**config.mk**
```make
export PLATFORM = sky130hd
export DESIGN_NAME = acfg_top
export DESIGN_NICKNAME = d
export VERILOG_FILES = /design/src/acfg_pkg.sv /design/src/acfg_top.sv /design/src/acfg_sync.sv /design/src/acfg_slot_shift.sv
export SDC_FILE = /design/constraint.sdc
export NUM_CORES = 1
export LEC_CHECK = 0
export BUFFER_PORTS_ARGS = -buffer_cell sky130_fd_sc_hd__buf_2
export CAP_MARGIN = 20
export CORE_MARGIN = 2
export CORE_UTILIZATION = 50
export CTS_CLUSTER_SIZE = 14
export DETAILED_ROUTE_END_ITERATION = 7
export PLACE_DENSITY_LB_ADDON = 0.15
export SLEW_MARGIN = 0
export SYNTH_ARGS = -nofsm -noshare
export SYNTH_HDL_FRONTEND = slang
export SYNTH_HIERARCHICAL = 1
export SYNTH_SLANG_ARGS = --single-unit
```
**constraint.sdc**
```tcl
create_clock -name core_clk -period 3.05 [get_ports core_clk]
set_input_delay 0.1525 -clock core_clk [delete_from_list [all_inputs] [get_ports core_clk]]
set_output_delay 0.1525 -clock core_clk [all_outputs]
set_load 0.01 [all_outputs]
```
**src/acfg_pkg.sv**
```systemverilog
// Shared constants and types of the audio port configuration block
package acfg_pkg;

  // Register bus widths
  localparam int ADDR_W = 8;
  localparam int DATA_W = 8;

  // Register offsets
  localparam logic [7:0] OFF_IFACE = 8'h09;
  localparam logic [7:0] OFF_OFF_LO = 8'h0B;
  localparam logic [7:0] OFF_OFF_HI = 8'h0C;
  localparam logic [7:0] OFF_ON = 8'h0D;
  localparam logic [7:0] OFF_ADC_REF = 8'h0E;
  localparam logic [7:0] OFF_DAC_REF = 8'h0F;
  localparam logic [7:0] OFF_STATUS = 8'h10;

  // Field positions of the interface setup register
  localparam int BIT_LOOPBACK = 7;
  localparam int BIT_RX_SECOND = 6;
  localparam int BIT_RESERVED = 5;
  localparam int BIT_MASTER = 4;
  localparam int BIT_TRISTATE = 3;
  localparam int BIT_TX_FIRST = 2;
  localparam int BIT_TX_SECOND = 1;
  localparam int BIT_SHORT_SYNC = 0;

  // Field positions of the status register
  localparam int ST_FRAME_LO = 0;
  localparam int ST_STRAP_DONE = 2;
  localparam int ST_STRAP_LEVEL = 3;

  // Reset values
  localparam logic [7:0] RST_IFACE = 8'h24;
  localparam logic [7:0] RST_DET = 8'h00;

  // Timing counts
  localparam int SLOT_BITS = 16;
  localparam logic [1:0] STRAP_WAIT = 2'h3;

  // Register bus request
  typedef struct packed {
    logic [ADDR_W-1:0] addr;
    logic [DATA_W-1:0] wdata;
    logic wr;
    logic rd;
  } acfg_bus_req_t;

  // Decoded interface setup
  typedef struct packed {
    logic loopback;
    logic rx_second;
    logic master;
    logic output_tristate_idle_slots;
    logic tx_first;
    logic tx_second;
    logic short_frame_sync;
  } acfg_iface_cfg_t;

  // Activity detector settings
  typedef struct packed {
    logic [15:0] off_time;
    logic [7:0] detector_on_byte;
    logic [7:0] detector_adc_level;
    logic [7:0] detector_dac_level;
  } acfg_det_cfg_t;

  // Frame position, Gray along idle, slot 0, slot 1
  typedef enum logic [1:0] {
    FR_IDLE = 2'b00,
    FR_SLOT0 = 2'b01,
    FR_SLOT1 = 2'b11
  } acfg_frame_t;

endpackage

```
**src/acfg_top.sv**
```systemverilog
// Audio port configuration registers and the serial slot logic they steer
//
// The implementer's own choice: strobed register access.
`timescale 1ns/1ps
`default_nettype none
module acfg_top #(
  parameter int MASTER_HALF_DIV = 4,
  parameter int FRAME_BITS = 32
) (
  input wire logic core_clk,
  input wire logic rst_b,
  input wire acfg_pkg::acfg_bus_req_t bus_req,
  output logic [acfg_pkg::DATA_W-1:0] rd_data,
  input wire logic sck_in,
  output logic sck_out,
  output logic sck_oe,
  input wire logic fsync_in,
  output logic fsync_out,
  output logic fsync_oe,
  input wire logic sdi_in,
  output logic serial_audio_out_pin,
  output logic serial_audio_out_pin_oe,
  input wire logic [15:0] adc_sample,
  input wire logic adc_valid,
  output logic [15:0] dac_sample,
  output logic dac_valid,
  output acfg_pkg::acfg_iface_cfg_t iface_cfg,
  output acfg_pkg::acfg_det_cfg_t det_cfg
);
  import acfg_pkg::*;

  // Refuse settings the counters cannot serve
  initial
  begin
    if (MASTER_HALF_DIV < 1 || MASTER_HALF_DIV > 255)
      $error("acfg_top: MASTER_HALF_DIV out of range");
    if (FRAME_BITS < 2 * SLOT_BITS || FRAME_BITS > 64)
      $error("acfg_top: FRAME_BITS out of range");
  end

  localparam logic [7:0] HALF_DIV_M1 = 8'(MASTER_HALF_DIV - 1);
  localparam logic [5:0] FRAME_LAST = 6'(FRAME_BITS - 1);
  localparam logic [5:0] SLOT0_LAST = 6'(SLOT_BITS - 1);
  localparam logic [5:0] SLOT1_LAST = 6'(2 * SLOT_BITS - 1);
  localparam logic [5:0] SLOT_LEN = 6'(SLOT_BITS);

  // Register storage
  logic [7:0] iface_q; // Interface setup, bit 5 unused
  logic [7:0] off_lo_q; // Off-time low byte
  logic [7:0] off_hi_q; // Off-time high byte
  logic [7:0] on_q; // On-time byte
  logic [7:0] adc_ref_q; // ADC reference level
  logic [7:0] dac_ref_q; // DAC reference level
  logic [7:0] rd_data_q; // Read answer
  logic [7:0] rd_mux; // Read selection
  logic [7:0] iface_rd; // Interface setup as read

  // Strap capture
  logic [1:0] strap_cnt_q; // Cycles since reset release
  logic strap_done_q; // Strap taken
  logic strap_level_q; // Clock pin level seen at startup
  logic sw_wrote_q; // Software already set the protocol

  // Synchronised pins
  logic [2:0] pins_s; // sck, fsync, sdi after two flops
  logic sck_s; // Synchronised clock pin
  logic fs_s; // Synchronised frame sync
  logic sdi_s; // Synchronised serial data in
  logic sck_d_q; // Previous synchronised clock

  // Master clock generation
  logic [7:0] div_q; // Half period counter
  logic sck_q; // Generated clock level
  logic [5:0] mbit_q; // Master bit position
  logic fs_q; // Generated frame sync
  logic m_rise; // Master clock rising this cycle
  logic m_fall; // Master clock falling this cycle

  // Frame tracking
  logic rise; // Active clock rising
  logic fall; // Active clock falling
  logic fs_last_q; // Frame sync at previous rise
  logic start; // Frame begins with this rise
  logic [5:0] bit_q; // Bit position in frame
  acfg_frame_t frame_q; // Slot state
  logic is_master; // Master role in force
  logic is_short; // Short sync in force

  // Slot datapath
  logic tx_load; // Reload transmit word
  logic tx_bit; // Transmit shifter top bit
  logic [15:0] tx_par; // Transmit shifter contents
  logic [15:0] adc_hold_q; // Latest ADC sample
  logic rx_shift; // Capture a receive bit
  logic rx_last; // Last bit of chosen slot
  logic [15:0] rx_par; // Receive shifter contents
  logic slot_en; // Current slot carries data
  logic out_q; // Output pin data
  logic oe_q; // Output pin enable
  logic [15:0] dac_q; // DAC word
  logic dac_valid_q; // DAC word strobe

  // Decoded configuration
  always_comb
  begin
    iface_cfg.loopback = iface_q[BIT_LOOPBACK];
    iface_cfg.rx_second = iface_q[BIT_RX_SECOND];
    iface_cfg.master = iface_q[BIT_MASTER];
    iface_cfg.output_tristate_idle_slots = iface_q[BIT_TRISTATE];
    iface_cfg.tx_first = iface_q[BIT_TX_FIRST];
    iface_cfg.tx_second = iface_q[BIT_TX_SECOND];
    iface_cfg.short_frame_sync = iface_q[BIT_SHORT_SYNC];
    det_cfg.off_time = {off_hi_q, off_lo_q};
    det_cfg.detector_on_byte = on_q;
    det_cfg.detector_adc_level = adc_ref_q;
    det_cfg.detector_dac_level = dac_ref_q;
  end

  // Interface setup register; reserved bit never stored
  always_ff @(posedge core_clk or negedge rst_b)
  begin
    if (!rst_b)
      iface_q <= RST_IFACE & ~(8'h01 << BIT_RESERVED);
    else if (bus_req.wr && bus_req.addr == OFF_IFACE)
      iface_q <= bus_req.wdata & ~(8'h01 << BIT_RESERVED);
    else if (strap_cnt_q == STRAP_WAIT && !strap_done_q && !sw_wrote_q)
      // Low clock pin at startup selects short sync
      iface_q[BIT_SHORT_SYNC] <= ~sck_s;
  end

  // A write before the strap settles is kept, not overwritten
  always_ff @(posedge core_clk or negedge rst_b)
  begin
    if (!rst_b)
      sw_wrote_q <= 1'b0;
    else if (bus_req.wr && bus_req.addr == OFF_IFACE)
      sw_wrote_q <= 1'b1;
  end

  // Strap capture waits for the synchroniser to fill
  always_ff @(posedge core_clk or negedge rst_b)
  begin
    if (!rst_b)
    begin
      strap_cnt_q <= 2'h0;
      strap_done_q <= 1'b0;
      strap_level_q <= 1'b0;
    end
    else if (!strap_done_q)
    begin
      if (strap_cnt_q == STRAP_WAIT)
      begin
        strap_done_q <= 1'b1;
        strap_level_q <= sck_s;
      end
      else
        strap_cnt_q <= strap_cnt_q + 2'h1;
    end
  end

  // Detector byte registers
  always_ff @(posedge core_clk or negedge rst_b)
  begin
    if (!rst_b)
    begin
      off_lo_q <= RST_DET;
      off_hi_q <= RST_DET;
      on_q <= RST_DET;
      adc_ref_q <= RST_DET;
      dac_ref_q <= RST_DET;
    end
    else if (bus_req.wr)
    begin
      unique case (bus_req.addr)
        OFF_OFF_LO: off_lo_q <= bus_req.wdata;
        OFF_OFF_HI: off_hi_q <= bus_req.wdata;
        OFF_ON: on_q <= bus_req.wdata;
        OFF_ADC_REF: adc_ref_q <= bus_req.wdata;
        OFF_DAC_REF: dac_ref_q <= bus_req.wdata;
        // Other offsets ignore writes
        default: ;
      endcase
    end
  end

  // Read selection; unmapped offsets read zero
  always_comb
  begin
    iface_rd = iface_q | (8'h01 << BIT_RESERVED);
    unique case (bus_req.addr)
      OFF_IFACE: rd_mux = iface_rd;
      OFF_OFF_LO: rd_mux = off_lo_q;
      OFF_OFF_HI: rd_mux = off_hi_q;
      OFF_ON: rd_mux = on_q;
      OFF_ADC_REF: rd_mux = adc_ref_q;
      OFF_DAC_REF: rd_mux = dac_ref_q;
      // Block state for software
      OFF_STATUS: rd_mux = {4'h0, strap_level_q, strap_done_q, frame_q};
      default: rd_mux = 8'h00;
    endcase
  end

  // Read data stand only in the cycle after the strobe
  always_ff @(posedge core_clk or negedge rst_b)
  begin
    if (!rst_b)
      rd_data_q <= 8'h00;
    else if (bus_req.rd)
      rd_data_q <= rd_mux;
    else
      rd_data_q <= 8'h00;
  end

  assign rd_data = rd_data_q;

  // Pins pass two flops before any logic sees them
  acfg_sync #(
    .WIDTH(3)
  ) u_pin_sync (
    .core_clk(core_clk),
    .rst_b(rst_b),
    .async_in({sck_in, fsync_in, sdi_in}),
    .sync_out(pins_s)
  );

  assign sck_s = pins_s[2];
  assign fs_s = pins_s[1];
  assign sdi_s = pins_s[0];

  // Short sync is a slave-only option; master forces long
  assign is_master = iface_q[BIT_MASTER];
  assign is_short = iface_q[BIT_SHORT_SYNC] & ~is_master;

  // Master divider and frame counter
  always_ff @(posedge core_clk or negedge rst_b)
  begin
    if (!rst_b)
    begin
      div_q <= 8'h00;
      sck_q <= 1'b0;
      mbit_q <= 6'h00;
      fs_q <= 1'b0;
    end
    else if (!is_master)
    begin
      // Idle generator restarts cleanly on role change
      div_q <= 8'h00;
      sck_q <= 1'b0;
      mbit_q <= FRAME_LAST;
      fs_q <= 1'b0;
    end
    else if (div_q == HALF_DIV_M1)
    begin
      div_q <= 8'h00;
      sck_q <= ~sck_q;
      if (!sck_q)
      begin
        // Long sync high through the first slot
        mbit_q <= (mbit_q == FRAME_LAST) ? 6'h00 : mbit_q + 6'h01;
        fs_q <= (mbit_q == FRAME_LAST) || (mbit_q < SLOT0_LAST);
      end
    end
    else
      div_q <= div_q + 8'h01;
  end

  assign m_rise = is_master && div_q == HALF_DIV_M1 && !sck_q;
  assign m_fall = is_master && div_q == HALF_DIV_M1 && sck_q;

  // Clock and sync pins driven only in master role
  assign sck_out = sck_q;
  assign sck_oe = is_master;
  assign fsync_out = fs_q;
  assign fsync_oe = is_master;

  // Slave edge detect works on the second flop only
  always_ff @(posedge core_clk or negedge rst_b)
  begin
    if (!rst_b)
      sck_d_q <= 1'b0;
    else
      sck_d_q <= sck_s;
  end

  assign rise = is_master ? m_rise : (sck_s & ~sck_d_q);
  assign fall = is_master ? m_fall : (~sck_s & sck_d_q);

  // Frame start: long on the sync's first bit, short one bit after
  always_ff @(posedge core_clk or negedge rst_b)
  begin
    if (!rst_b)
      fs_last_q <= 1'b0;
    else if (rise)
      fs_last_q <= fs_s;
  end

  always_comb
  begin
    if (is_master)
      start = m_rise && mbit_q == FRAME_LAST;
    else if (is_short)
      start = rise && fs_last_q && !fs_s;
    else
      start = rise && fs_s && !fs_last_q;
  end

  // Bit position and slot state
  always_ff @(posedge core_clk or negedge rst_b)
  begin
    if (!rst_b)
    begin
      bit_q <= 6'h00;
      frame_q <= FR_IDLE;
    end
    else if (start)
    begin
      bit_q <= 6'h00;
      frame_q <= FR_SLOT0;
    end
    else if (rise)
    begin
      unique case (frame_q)
        FR_IDLE: bit_q <= bit_q;
        FR_SLOT0:
        begin
          bit_q <= bit_q + 6'h01;
          if (bit_q == SLOT0_LAST)
            frame_q <= FR_SLOT1;
        end
        FR_SLOT1:
        begin
          bit_q <= bit_q + 6'h01;
          if (bit_q == SLOT1_LAST)
            frame_q <= FR_IDLE;
        end
        // Unused code recovers to idle
        default: frame_q <= FR_IDLE;
      endcase
    end
  end

  // Hold the newest ADC word for transmission
  always_ff @(posedge core_clk or negedge rst_b)
  begin
    if (!rst_b)
      adc_hold_q <= 16'h0000;
    else if (adc_valid)
      adc_hold_q <= adc_sample;
  end

  // Same sample goes out in either enabled slot
  assign tx_load = start || (rise && frame_q == FR_SLOT0 &&
                             bit_q == SLOT0_LAST);

  acfg_slot_shift #(
    .WIDTH(SLOT_BITS)
  ) u_tx_shift (
    .core_clk(core_clk),
    .rst_b(rst_b),
    .load(tx_load),
    .load_data(adc_hold_q),
    .shift_en(rise),
    .serial_in(1'b0),
    .serial_out(tx_bit),
    .par_out(tx_par)
  );

  // Slot carries data only when its enable is set
  always_comb
  begin
    unique case (frame_q)
      FR_SLOT0: slot_en = iface_q[BIT_TX_FIRST];
      FR_SLOT1: slot_en = iface_q[BIT_TX_SECOND];
      default: slot_en = 1'b0;
    endcase
  end

  // Output data and enable from flops; disabled slots send zero
  always_ff @(posedge core_clk or negedge rst_b)
  begin
    if (!rst_b)
    begin
      out_q <= 1'b0;
      oe_q <= 1'b0;
    end
    else
    begin
      out_q <= tx_bit & slot_en;
      if (!iface_q[BIT_TRISTATE])
        oe_q <= 1'b1;
      else
        oe_q <= slot_en;
    end
  end

  assign serial_audio_out_pin = out_q;
  assign serial_audio_out_pin_oe = oe_q;

  // Receive only in the selected slot, sampled on the falling edge
  assign rx_shift = fall && (iface_q[BIT_RX_SECOND] ?
                             frame_q == FR_SLOT1 :
                             frame_q == FR_SLOT0);
  assign rx_last = rx_shift && (bit_q == SLOT0_LAST ||
                                bit_q == SLOT1_LAST);

  acfg_slot_shift #(
    .WIDTH(SLOT_BITS)
  ) u_rx_shift (
    .core_clk(core_clk),
    .rst_b(rst_b),
    .load(1'b0),
    .load_data(16'h0000),
    .shift_en(rx_shift),
    .serial_in(sdi_s),
    .serial_out(),
    .par_out(rx_par)
  );

  // DAC feed: received word, or ADC word in loopback
  always_ff @(posedge core_clk or negedge rst_b)
  begin
    if (!rst_b)
    begin
      dac_q <= 16'h0000;
      dac_valid_q <= 1'b0;
    end
    else if (iface_q[BIT_LOOPBACK])
    begin
      dac_valid_q <= adc_valid;
      if (adc_valid)
        dac_q <= adc_sample;
    end
    else
    begin
      dac_valid_q <= rx_last;
      if (rx_last)
        dac_q <= {rx_par[14:0], sdi_s};
    end
  end

  assign dac_sample = dac_q;
  assign dac_valid = dac_valid_q;

  // Slot length is the frame's unit; checked against frame size above
  logic unused_ok;
  assign unused_ok = ^{tx_par, SLOT_LEN};

endmodule
`default_nettype wire

```
**src/acfg_sync.sv**
```systemverilog
// Two-flop synchroniser for pin inputs, one stage pair per bit
`timescale 1ns/1ps
`default_nettype none
module acfg_sync #(
  parameter int WIDTH = 1
) (
  input wire logic core_clk,
  input wire logic rst_b,
  input wire logic [WIDTH-1:0] async_in,
  output logic [WIDTH-1:0] sync_out
);

  // Width must be at least one bit
  initial
  begin
    if (WIDTH < 1)
      $error("acfg_sync: WIDTH below 1");
  end

  // First stage feeds only the second stage
  genvar i;
  generate
    for (i = 0; i < WIDTH; i = i + 1)
    begin : g_bit
      logic meta_q; // First stage, may go metastable
      logic hold_q; // Second stage, safe to read
      // Each bit owns its flops, so no vector has two writers
      always_ff @(posedge core_clk or negedge rst_b)
      begin
        if (!rst_b)
        begin
          meta_q <= 1'b0;
          hold_q <= 1'b0;
        end
        else
        begin
          meta_q <= async_in[i];
          hold_q <= meta_q;
        end
      end
      assign sync_out[i] = hold_q;
    end
  endgenerate

endmodule
`default_nettype wire

```
**src/acfg_slot_shift.sv**
```systemverilog
// Shift register for one audio slot, MSB first
`timescale 1ns/1ps
`default_nettype none
module acfg_slot_shift #(
  parameter int WIDTH = 16
) (
  input wire logic core_clk,
  input wire logic rst_b,
  input wire logic load,
  input wire logic [WIDTH-1:0] load_data,
  input wire logic shift_en,
  input wire logic serial_in,
  output logic serial_out,
  output logic [WIDTH-1:0] par_out
);

  // Need room for a shift
  initial
  begin
    if (WIDTH < 2)
      $error("acfg_slot_shift: WIDTH below 2");
  end

  // Load wins over shift
  always_ff @(posedge core_clk or negedge rst_b)
  begin
    if (!rst_b)
      par_out <= '0;
    else if (load)
      par_out <= load_data;
    else if (shift_en)
      par_out <= {par_out[WIDTH-2:0], serial_in};
  end

  // Bit on the wire is the top bit
  assign serial_out = par_out[WIDTH-1];

endmodule
`default_nettype wire

```
==> summary.txt <==
Critical path
  • Critical-path maximum fanout: 34
  • Startpoint types: register
  • Worst setup path class: register to register
  • Worst EP required: 3370 ps
  • Arrival time at the worst endpoint: between 2000 and 3000 ps
  • Crit path capture type: register

Power and ir drop
  • Peak VDD IR: 0.4555 mV
  • Power per cell area: between 500 and 600 mW/mm2
  • Total chip power: between 5 and 6 mW
  • LEAKAGE: 4.533 nW

Final layout
  • N_diodes: 0
  • Share of cells above drive strength 1: roughly 29%
  • Multi-input logic area: roughly 0.004 mm2
  • Fill count: approximately 1300
  • Sequential cell area: just under 0.004 mm2
  • Area growth syn-to-layout: 18.51%
  • Fin nets: between 900 and 1000

Die
  • Boundary Pins: between 100 and 150
  • Die H: around 130 um
  • Starting density of the core: between 50% and 60%
  • Die ar.: 0.01744 mm2
  • Core box area: around 0.016 mm2
  • Core Rows: between 40 and 50
  • Die X: approximately 130 um

Clock tree
  • CTS max path bufs: 2
  • Latest clock arrival within the worst-skew pair: 420 ps
  • CTS Buf Count: 17
  • CTS root buf: clkbuf_16
  • H-tree levels: 4
  • Clock Pin Slew Worst Setup and Hold Paths: 60 ps
  • CTS tree: built
  • TritonCTS sink count: around 160

GRT
  • Initial antenna violation count: 0
  • Met3 Use GR: 6.421%
  • Largest net degree at the start of global routing: between 80 and 90
  • Gr ovfl total: 0
  • Vias in the first global route: between 6000 and 7000
  • GRT busiest layer: met2
  • Global-route wire length before repair: 35090 um
  • GRT met1 Usage: approximately a third
  • GRT Overall Usage: between 20% and 30%
  • Met2 GRT Util: 41.87%

Job
  • Max-Cap Viols: 0

Logic synthesis
  • Post-Syn Instances: 760
  • Synth Area per Inst: between 10 and 15 um2
  • Mapped cell area: just over 0.008 mm2
  • Yosys warns: 6

Routing
  • DRC viols: 0
  • Routed Wire Length: approximately 21000 um
  • WL per Instance: about 19 um
  • Via total after detailed routing: 6554
  • DRT iter0 DRCs: 514
  • Drt first pass iters: 7
  • Final ANT Viol Nets: 0
  • Vias per cell: just under 6

Timing
  • Worst-Margin Slew: between 900 and 1000 ps
  • Slew Limit Fails: 0
  • RSZ-0062 raised after global routing: false
  • Fin. Hold Viols: 0
  • Setup Skew: approximately 9.1 ps
  • Setup violations, final: 0
  • Final worst-path cycle share: 78.88%
  • Max Clk Rate: between 400 and 500 MHz
  • Fin Setup TNS: 0 ps
  • Worst slew margin: 38.67%
  • Crit path time final: ~2400 ps

Placed design
  • GPL Wtd Cong: approximately 0.83
  • Post-DP HPWL: ~14000 um
  • Port Buffer Count: 117

Hold path
  • Hold/Removal Path Class: input pin to register

Run status
  • Status: complete, no violations
routing by layer:
layer,vias up,wire (um)
met5,-,0
met4,0,431
met3,30,1126
met2,186,10500
met1,3304,9204
li1,3034,-
what timing repair did:
action	in CTS	in global routing
setup buffers	0	0
hold buffers	16	0
resized for setup	0	0
hold endpoints to repair	97	0
report_power, final:
part / switching (mW) / internal (mW) / total [mW] / leakage [nW]
Combinational: 0.533 / 0.396 / 0.929 / 2.24
Clock: 0.848 / 1.33 / 2.18 / 0.284
Sequential: 0.221 / 2.32 / 2.55 / 2.01
flip-flops by register name (all words and copies together) (netlist names), 2 cells and up:
name                     cells
adc_hold_q                  16
adc_ref_q                    8
bit_q                        6
dac_ref_q                    8
dac_sample                  16
div_q                        8
frame_q                      2
iface_q                      7
mbit_q                       6
off_hi_q                     8
off_lo_q                     8
on_q                         8
rd_data                      8
strap_cnt_q                  2
u_pin_sync/g_bit.hold_q      3
u_pin_sync/g_bit.meta_q      3
u_rx_shift/par_out          15
u_tx_shift/par_out          16
layout by cell type (no fill, tap or decap), types with 5 or more instances in the layout:
cell             n
dfrtp_1        157
buf_2          116
mux2_2          65
nor2_1          54
nand2_1         51
mux2i_1         40
nor3_1          36
o22ai_1         34
a21oi_1         33
o21ai_1         21
conb_1          20
nor4_1          17
and3b_1         17
nand2b_1        17
clkbuf_16       17
o21ai_0         16
or4_1           16
dlygate4sd3_1   16
buf_4           16
nand3_1         14
and3_1          10
o211ai_1         9
inv_1            8
mux2_4           8
xor2_1           6
mux4_2           5
a22oi_1          5
xnor2_1          5
final timing paths:
| path | from | endpoint | slack [ps] | cells past startpoint |
|---|---|---|---|---|
| setup / recovery | frame_q[0]$_DFFE_PN0P_ | dac_sample[8]$_DFFE_PN0P_ | 640 | 4 |
| hold / removal | adc_sample[2] | adc_hold_q[2]$_DFFE_PN0P_ | 10 | 2 |
| setup reg to reg | frame_q[0]$_DFFE_PN0P_ | dac_sample[8]$_DFFE_PN0P_ | 640 | 4 |
| hold reg to reg | u_pin_sync/g_bit[1].meta_q$_DFF_PN0_ | u_pin_sync/g_bit[1].hold_q$_DFF_PN0_ | 350 | 0 |
| max in group asynchronous | rst_b | sck_out$_DFFE_PN0P_ | 1780 | 3 |
| min in group asynchronous | rst_b | dac_sample[9]$_DFFE_PN0P_ | 340 | 2 |
area by class of cell:
class | count | area share [%]
sequential | 158 | 40.70
multi-input combinational | 556 | 40.87
tap | 216 | 2.781
inverter | 8 | 0.3090
clock inverter | 9 | 1.391
clock buffer | 23 | 4.816
timing repair buffer | 150 | 9.130
through the flow:
stage	utilization [%]	cells	hold slack [ps]	worst slack [ps]	cell area [um2]
final	60.95	1120	14.67	644.1	9717
after global routing	60.95	1120	6.913	350.6	9717
after CTS	60.85	1119	4.791	410.8	9702
after detailed placement	56.07	1071	261.8	458.6	8939
after global placement	56.07	1071	260.2	571.1	8939
after floorplan	-	779	-143.1	876.6	8270
critical path, stage by stage (launching register included):
cell       delay (ps)
dfrtp_1           670
nand4bb_4         510
o21bai_2          810
nor3_1             90
nor4_1            220
Power figures use the tool's default switching activity.
